--- src/logic/crr_pkg.sv ---
// Package with constants and types for the calibration record registers
// What this block does
// - Resistor value is two independent 16-bit halves
// - Low half at 180, high half at 182
// - Hardware never alters nor uses stored bits
// - Contents go out as o_nv_image and come back by i_nv_load restore; reset clears them
// - Terminal module changes leave record untouched
package crr_pkg;

  // ----------------------------------------------------------------
  // Register map
  // ----------------------------------------------------------------
  localparam logic [8:0]  ADDR_RES_LO    = 9'h180;
  localparam logic [8:0]  ADDR_RES_HI    = 9'h182;
  localparam logic [8:0]  ADDR_VOLT_DONE = 9'h184;
  localparam logic [8:0]  ADDR_CURR_DONE = 9'h186;
  localparam logic [8:0]  ADDR_ISO       = 9'h188;
  localparam logic [8:0]  ADDR_CFG       = 9'h18a;
  localparam int          NUM_REGS       = 6;
  localparam int          CFG_LSB        = 3;
  localparam int          CFG_MSB        = 5;
  localparam logic [15:0] CFG_MASK       = 16'h0038;
  localparam logic [15:0] RESET_VALUE    = 16'h0000;

  // ----------------------------------------------------------------
  // Bus carrier
  // ----------------------------------------------------------------
  typedef struct packed {
    logic        rd;
    logic        wr;
    logic [8:0]  addr;
    logic [15:0] wdata;
  } crr_req_type;

endpackage

--- src/logic/crr_word_cell.sv ---
// One 16-bit storage word with a write mask and a load port
`timescale 1ns/1ps
module crr_word_cell
(
  input  wire logic        i_ref_clk,
  input  wire logic        i_nrst,
  input  wire logic        i_wr,
  input  wire logic [15:0] i_mask,
  input  wire logic [15:0] i_wdata,
  input  wire logic        i_load,
  input  wire logic [15:0] i_load_data,
  output logic      [15:0] o_q
);

  logic [15:0] q_ff;
  logic [15:0] nxt_q;

  // ----------------------------------------------------------------
  // Next value
  // ----------------------------------------------------------------
  always_comb
  begin
    nxt_q = q_ff;
    if (i_load)
    begin
      nxt_q = i_load_data & i_mask;
    end
    else if (i_wr)
    begin
      nxt_q = i_wdata & i_mask;
    end
  end

  always_ff @(posedge i_ref_clk or negedge i_nrst)
  begin
    if (!i_nrst)
    begin
      q_ff <= crr_pkg::RESET_VALUE;
    end
    else
    begin
      q_ff <= nxt_q;
    end
  end

  assign o_q = q_ff;

endmodule // crr_word_cell

--- src/logic/crr_cal_record_regs.sv ---
// Top of the calibration record register bank
`timescale 1ns/1ps
module crr_cal_record_regs
(
  input  wire logic                 i_ref_clk,
  input  wire logic                 i_nrst,
  input  wire crr_pkg::crr_req_type i_req,
  input  wire logic                 i_nv_load,
  input  wire logic [95:0]          i_nv_data,
  output logic      [15:0]          o_rdata,
  output logic                      o_ack,
  output logic      [95:0]          o_nv_image,
  output logic                      o_nv_dirty
);

  // ----------------------------------------------------------------
  // Address decode
  // ----------------------------------------------------------------
  function automatic logic [8:0] reg_addr(input int idx);
    unique case (idx)
      0: reg_addr = crr_pkg::ADDR_RES_LO;
      1: reg_addr = crr_pkg::ADDR_RES_HI;
      2: reg_addr = crr_pkg::ADDR_VOLT_DONE;
      3: reg_addr = crr_pkg::ADDR_CURR_DONE;
      4: reg_addr = crr_pkg::ADDR_ISO;
      default: reg_addr = crr_pkg::ADDR_CFG;
    endcase
  endfunction

  function automatic logic [15:0] reg_mask(input int idx);
    reg_mask = (idx == 5) ? crr_pkg::CFG_MASK : 16'hffff;
  endfunction

  // ----------------------------------------------------------------
  // Read select
  // ----------------------------------------------------------------
  // Unmapped offsets fall through to zero so a stray read never
  // shows stale storage.
  function automatic logic [15:0] read_sel
  (
    input logic [crr_pkg::NUM_REGS-1:0] sel,
    input logic [95:0]                  img
  );
    read_sel = 16'h0000;
    for (int i = 0; i < crr_pkg::NUM_REGS; i++)
    begin
      if (sel[i])
      begin
        read_sel = img[i*16 +: 16];
      end
    end
  endfunction

  logic [15:0]                  word_q [crr_pkg::NUM_REGS];
  logic [crr_pkg::NUM_REGS-1:0] hit;
  logic [crr_pkg::NUM_REGS-1:0] wr_en;
  logic [95:0]                  image;

  // ----------------------------------------------------------------
  // Storage words
  // ----------------------------------------------------------------
  // Words are plain storage: only host writes or the non-volatile
  // image restore change them, no other logic reads them.
  genvar g;
  generate
    for (g = 0; g < crr_pkg::NUM_REGS; g++)
    begin : g_word
      assign hit[g]   = (i_req.addr == reg_addr(g));
      assign wr_en[g] = i_req.wr & hit[g];
      crr_word_cell u_cell
      (
        .i_ref_clk   (i_ref_clk),
        .i_nrst      (i_nrst),
        .i_wr        (wr_en[g]),
        .i_mask      (reg_mask(g)),
        .i_wdata     (i_req.wdata),
        .i_load      (i_nv_load),
        .i_load_data (i_nv_data[g*16 +: 16]),
        .o_q         (word_q[g])
      );
      assign image[g*16 +: 16] = word_q[g];
    end
  endgenerate

  assign o_nv_image = image;

  // ----------------------------------------------------------------
  // Read data
  // ----------------------------------------------------------------
  logic [15:0] rdata_ff;
  logic [15:0] nxt_rdata;

  // A read in the same cycle as a write returns the old word.
  always_comb
  begin
    nxt_rdata = rdata_ff;
    if (i_req.rd)
    begin
      nxt_rdata = read_sel(hit, image);
    end
  end

  always_ff @(posedge i_ref_clk or negedge i_nrst)
  begin
    if (!i_nrst)
    begin
      rdata_ff <= 16'h0000;
    end
    else
    begin
      rdata_ff <= nxt_rdata;
    end
  end

  // ----------------------------------------------------------------
  // Acknowledge
  // ----------------------------------------------------------------
  logic ack_ff;
  logic nxt_ack;

  // Every strobe is answered, mapped or not, so a host never hangs.
  always_comb
  begin
    nxt_ack = i_req.rd | i_req.wr;
  end

  always_ff @(posedge i_ref_clk or negedge i_nrst)
  begin
    if (!i_nrst)
    begin
      ack_ff <= 1'b0;
    end
    else
    begin
      ack_ff <= nxt_ack;
    end
  end

  // ----------------------------------------------------------------
  // Dirty flag
  // ----------------------------------------------------------------
  logic dirty_ff;
  logic nxt_dirty;

  // A write wins over a restore in this flag; the word cell keeps the restored value.
  always_comb
  begin
    nxt_dirty = dirty_ff;
    if (i_nv_load)
    begin
      nxt_dirty = 1'b0;
    end
    if (|wr_en)
    begin
      nxt_dirty = 1'b1;
    end
  end

  always_ff @(posedge i_ref_clk or negedge i_nrst)
  begin
    if (!i_nrst)
    begin
      dirty_ff <= 1'b0;
    end
    else
    begin
      dirty_ff <= nxt_dirty;
    end
  end

  // Terminal module state has no port here, so it cannot disturb
  // the stored record.
  assign o_rdata    = rdata_ff;
  assign o_ack      = ack_ff;
  assign o_nv_dirty = dirty_ff;

endmodule // crr_cal_record_regs

--- config.mk ---
export PLATFORM = sky130hd
export DESIGN_NAME = crr_cal_record_regs
export DESIGN_NICKNAME = d
export VERILOG_FILES = /design/src/logic/crr_pkg.sv /design/src/logic/crr_word_cell.sv /design/src/logic/crr_cal_record_regs.sv
export SDC_FILE = /design/constraint.sdc
export NUM_CORES = 1
export LEC_CHECK = 0
export ABC_AREA = 1
export BUFFER_PORTS_ARGS = -buffer_cell sky130_fd_sc_hd__buf_2
export CAP_MARGIN = 20
export CORE_UTILIZATION = 47
export DETAILED_ROUTE_END_ITERATION = 7
export PLACE_DENSITY = 0.8
export SETUP_SLACK_MARGIN = 0.05
export SLEW_MARGIN = 30
export SYNTH_ARGS = -nofsm -noshare
export SYNTH_HDL_FRONTEND = slang
export SYNTH_SLANG_ARGS = --single-unit
--- constraint.sdc ---
create_clock -name i_ref_clk -period 1.2 [get_ports i_ref_clk]
set_input_delay 0.06 -clock i_ref_clk [delete_from_list [all_inputs] [get_ports i_ref_clk]]
set_output_delay 0.06 -clock i_ref_clk [all_outputs]
set_load 0.05 [all_outputs]
==> reports/results.tsv <==
metric	value	unit
run_status	finished, final reports clean	
io_buffers	213	
met3WireLength	1460	µm
critPathLaunchType	register	
cts_tree	done	
peakVddDrop	0.922	mV
drive_gt1_share	31.2	%
powerDensity	1120	nW/µm²
switching_power	3370	µW
insertion_delay	0.36	ns
fin_worst_skew	0.00900	ns
ios	240	
yosys_warnings	0	
dieArea	11500	µm²
syn_inst	658	
antennaDiodeCount	0	
clk_pin_slew	0.10	ns
stdcell_count	1123	
sw_frac_of_total	38.6	%
synthToLayoutAreaGrowth	49.1	%
synth.distinct_cells	29	
critical_path.top_delay_family	flip-flops	
drv_slew	0	
path_buf_inv	1	
dpl_cell_area	6720	µm²
cell_internal_pwr	5350	µW
gp_congestion	0.858	
row_count	38	
route.detailed.drc	0	
grt_pass1_vias	5978	
final_area	7770	µm²
postRouteAntennaNets	0	
syn_area_per_cell	7.92	µm²
grt_pass1_wl	29200	µm
placed_cells	1023	
ys_ff_latch	101	
path_cells	buf_2	
ys_seq_area_share	48.5	%
cts_sinks	101	
vias	6036	
drt_first_pass_iters	8	
core	10800	µm²
totalWireLength	19000	µm
cp.required	1.14	ns
max_stage_delay	0.41	ns
crit_path_top_delay_cell	dfrtp_1	
dpl.hpwl	12400	µm
cts_buffers	9	
critical_path_class	reg2out	
finalSetupViolations	0	
clockBufferDepth	2	
finalCritPeriodShare	92.5	%
hold_path.class	in2reg	
cts_setup_buffers	0	
die_w	107	µm
p_leak	0.00402	µW
grt_antenna_before_repair	0	
combPwrFrac	31.1	%
power_frac_seq	45.1	%
rsz0062_at_grt	false	
start_util	48.1	%
grt_usage	33.5	%
power_frac_clock	23.8	%
topRoutingLayerUsed	met4	
cp-end-kind	output pin	
hold_viol_final	0	
fin_nets	1104	
period_needed	1.11	ns
cp.arrival	1.05	ns
die_h	107	µm
path_max_fanout	3	
max_freq	901	MHz
met1Wirelength	7180	µm
drv_cap	0	
wl_per_cell	17.0	µm
viasPerCell	5.37	
grt_start_max_net_pins	57	
synth.cell_area	5210	µm²
first_iter_violations	527	
wl_met2	9670	µm
cts_root_buf	clkbuf_8	
grt-ovfl-total	0	
htreeDepth	3	
whs	0.0293	ns
r2r_slack	0.17	ns
-- cell families after synthesis --
family                 Yosys count  synth area share, %
AO/OA/AOI/OAI                  100                 12.9
buffers and inverters           67                 7.25
flip-flops                     101                 48.5
other                            1               0.0719
AND/OR/NAND/NOR                389                 31.3
-- cell usage after synthesis (all sizes together) --
master,n,area share (%)
clkinv,1,0.17
nand3,26,3.0
nand4,5,0.60
a31oi,39,4.7
or2,1,0.12
inv,23,1.7
a21oi,2,0.19
o211ai,44,6.3
buf,32,4.6
nand3b,1,0.14
nand2,268,20
nor3b,1,0.14
conb,1,0.072
nor2,87,7.5
clkbuf,11,0.79
dfrtp,101,48
o21ai,15,1.7
-- what timing repair did --
action	in CTS	in global routing
gates resized for setup	0	12
hold buffers	84	0
endpoints found under the hold margin	184	0
setup endpoints to repair	0	12
-- per-stage QoR --
step,TNS (ns),total power (µW),setup slack (ns),util (%)
3_3_place_gp,-7.03,6400,-0.128,61.9
5_1_grt,0,9060,0.0516,71.7
4_1_cts,0,8680,0.0577,71.4
2_1_floorplan,0,5600,0.00152,-
6_report,0,8720,0.0902,71.7
3_5_place_dp,-10.29,6430,-0.189,61.9
-- registers in the layout (all words and copies together), names as in the netlist --
name	cells
o_nv_dirty	1
o_ack	1
g_word.u_cell.o_q	83
o_rdata	16
-- per-layer routing --
metal  global-route usage, %  up-vias
met3                    6.23       78
met1                    38.8     2803
li1                        -     2795
met5                       0        -
met4                    17.6        0
met2                    58.7      360
-- cells in the final DEF, fill, tap and decap left out, drive strengths merged --
| master | n |
|---|---|
| nor3b | 1 |
| buf | 244 |
| clkinv | 2 |
| inv | 25 |
| dlygate4sd3 | 84 |
| a21oi | 2 |
| a31oi | 39 |
| clkbuf | 23 |
| nand3b | 1 |
| nand4 | 5 |
| o21ai | 15 |
| clkinvlp | 2 |
| nand3 | 26 |
| o211ai | 44 |
| or2 | 1 |
| conb | 13 |
| nor2 | 87 |
| dfrtp | 101 |
| nand2 | 268 |
-- power groups by stage --
stage | logic (µW) | registers [µW] | clock network, µW
after global placement | 2420 | 3980 | 0
after floorplan | 663 | 4940 | 0
after detailed placement | 2450 | 3990 | 0
after CTS | 2660 | 3920 | 2110
final | 2710 | 3930 | 2070
after global routing | 2860 | 3960 | 2230
-- final cells by class --
| class | instances | area [µm²] |
|---|---|---|
| fill | 821 | 3070 |
| sequential | 101 | 2530 |
| timing repair buffer | 340 | 2390 |
| multi-input combinational | 502 | 2380 |
| tap | 140 | 175 |
| clock buffer | 11 | 141 |
| inverter | 24 | 119 |
| clock inverter | 5 | 43.8 |
-- worst paths after layout --
kind,start,end,cells past startpoint
max,g_word[0].u_cell.o_q[4]$_DFFE_PN0P_,o_nv_image[4],1
min,i_nv_data[30],g_word[1].u_cell.o_q[14]$_DFFE_PN0P_,3
max reg2reg,g_word[2].u_cell.o_q[5]$_DFFE_PN0P_,o_rdata[5]$_DFFE_PN0P_,6
min reg2reg,o_rdata[7]$_DFFE_PN0P_,o_rdata[7]$_DFFE_PN0P_,2
max in group asynchronous,i_nrst,g_word[2].u_cell.o_q[13]$_DFFE_PN0P_,3
min in group asynchronous,i_nrst,g_word[3].u_cell.o_q[11]$_DFFE_PN0P_,2
No activity file was read; power rests on OpenSTA's default activity.
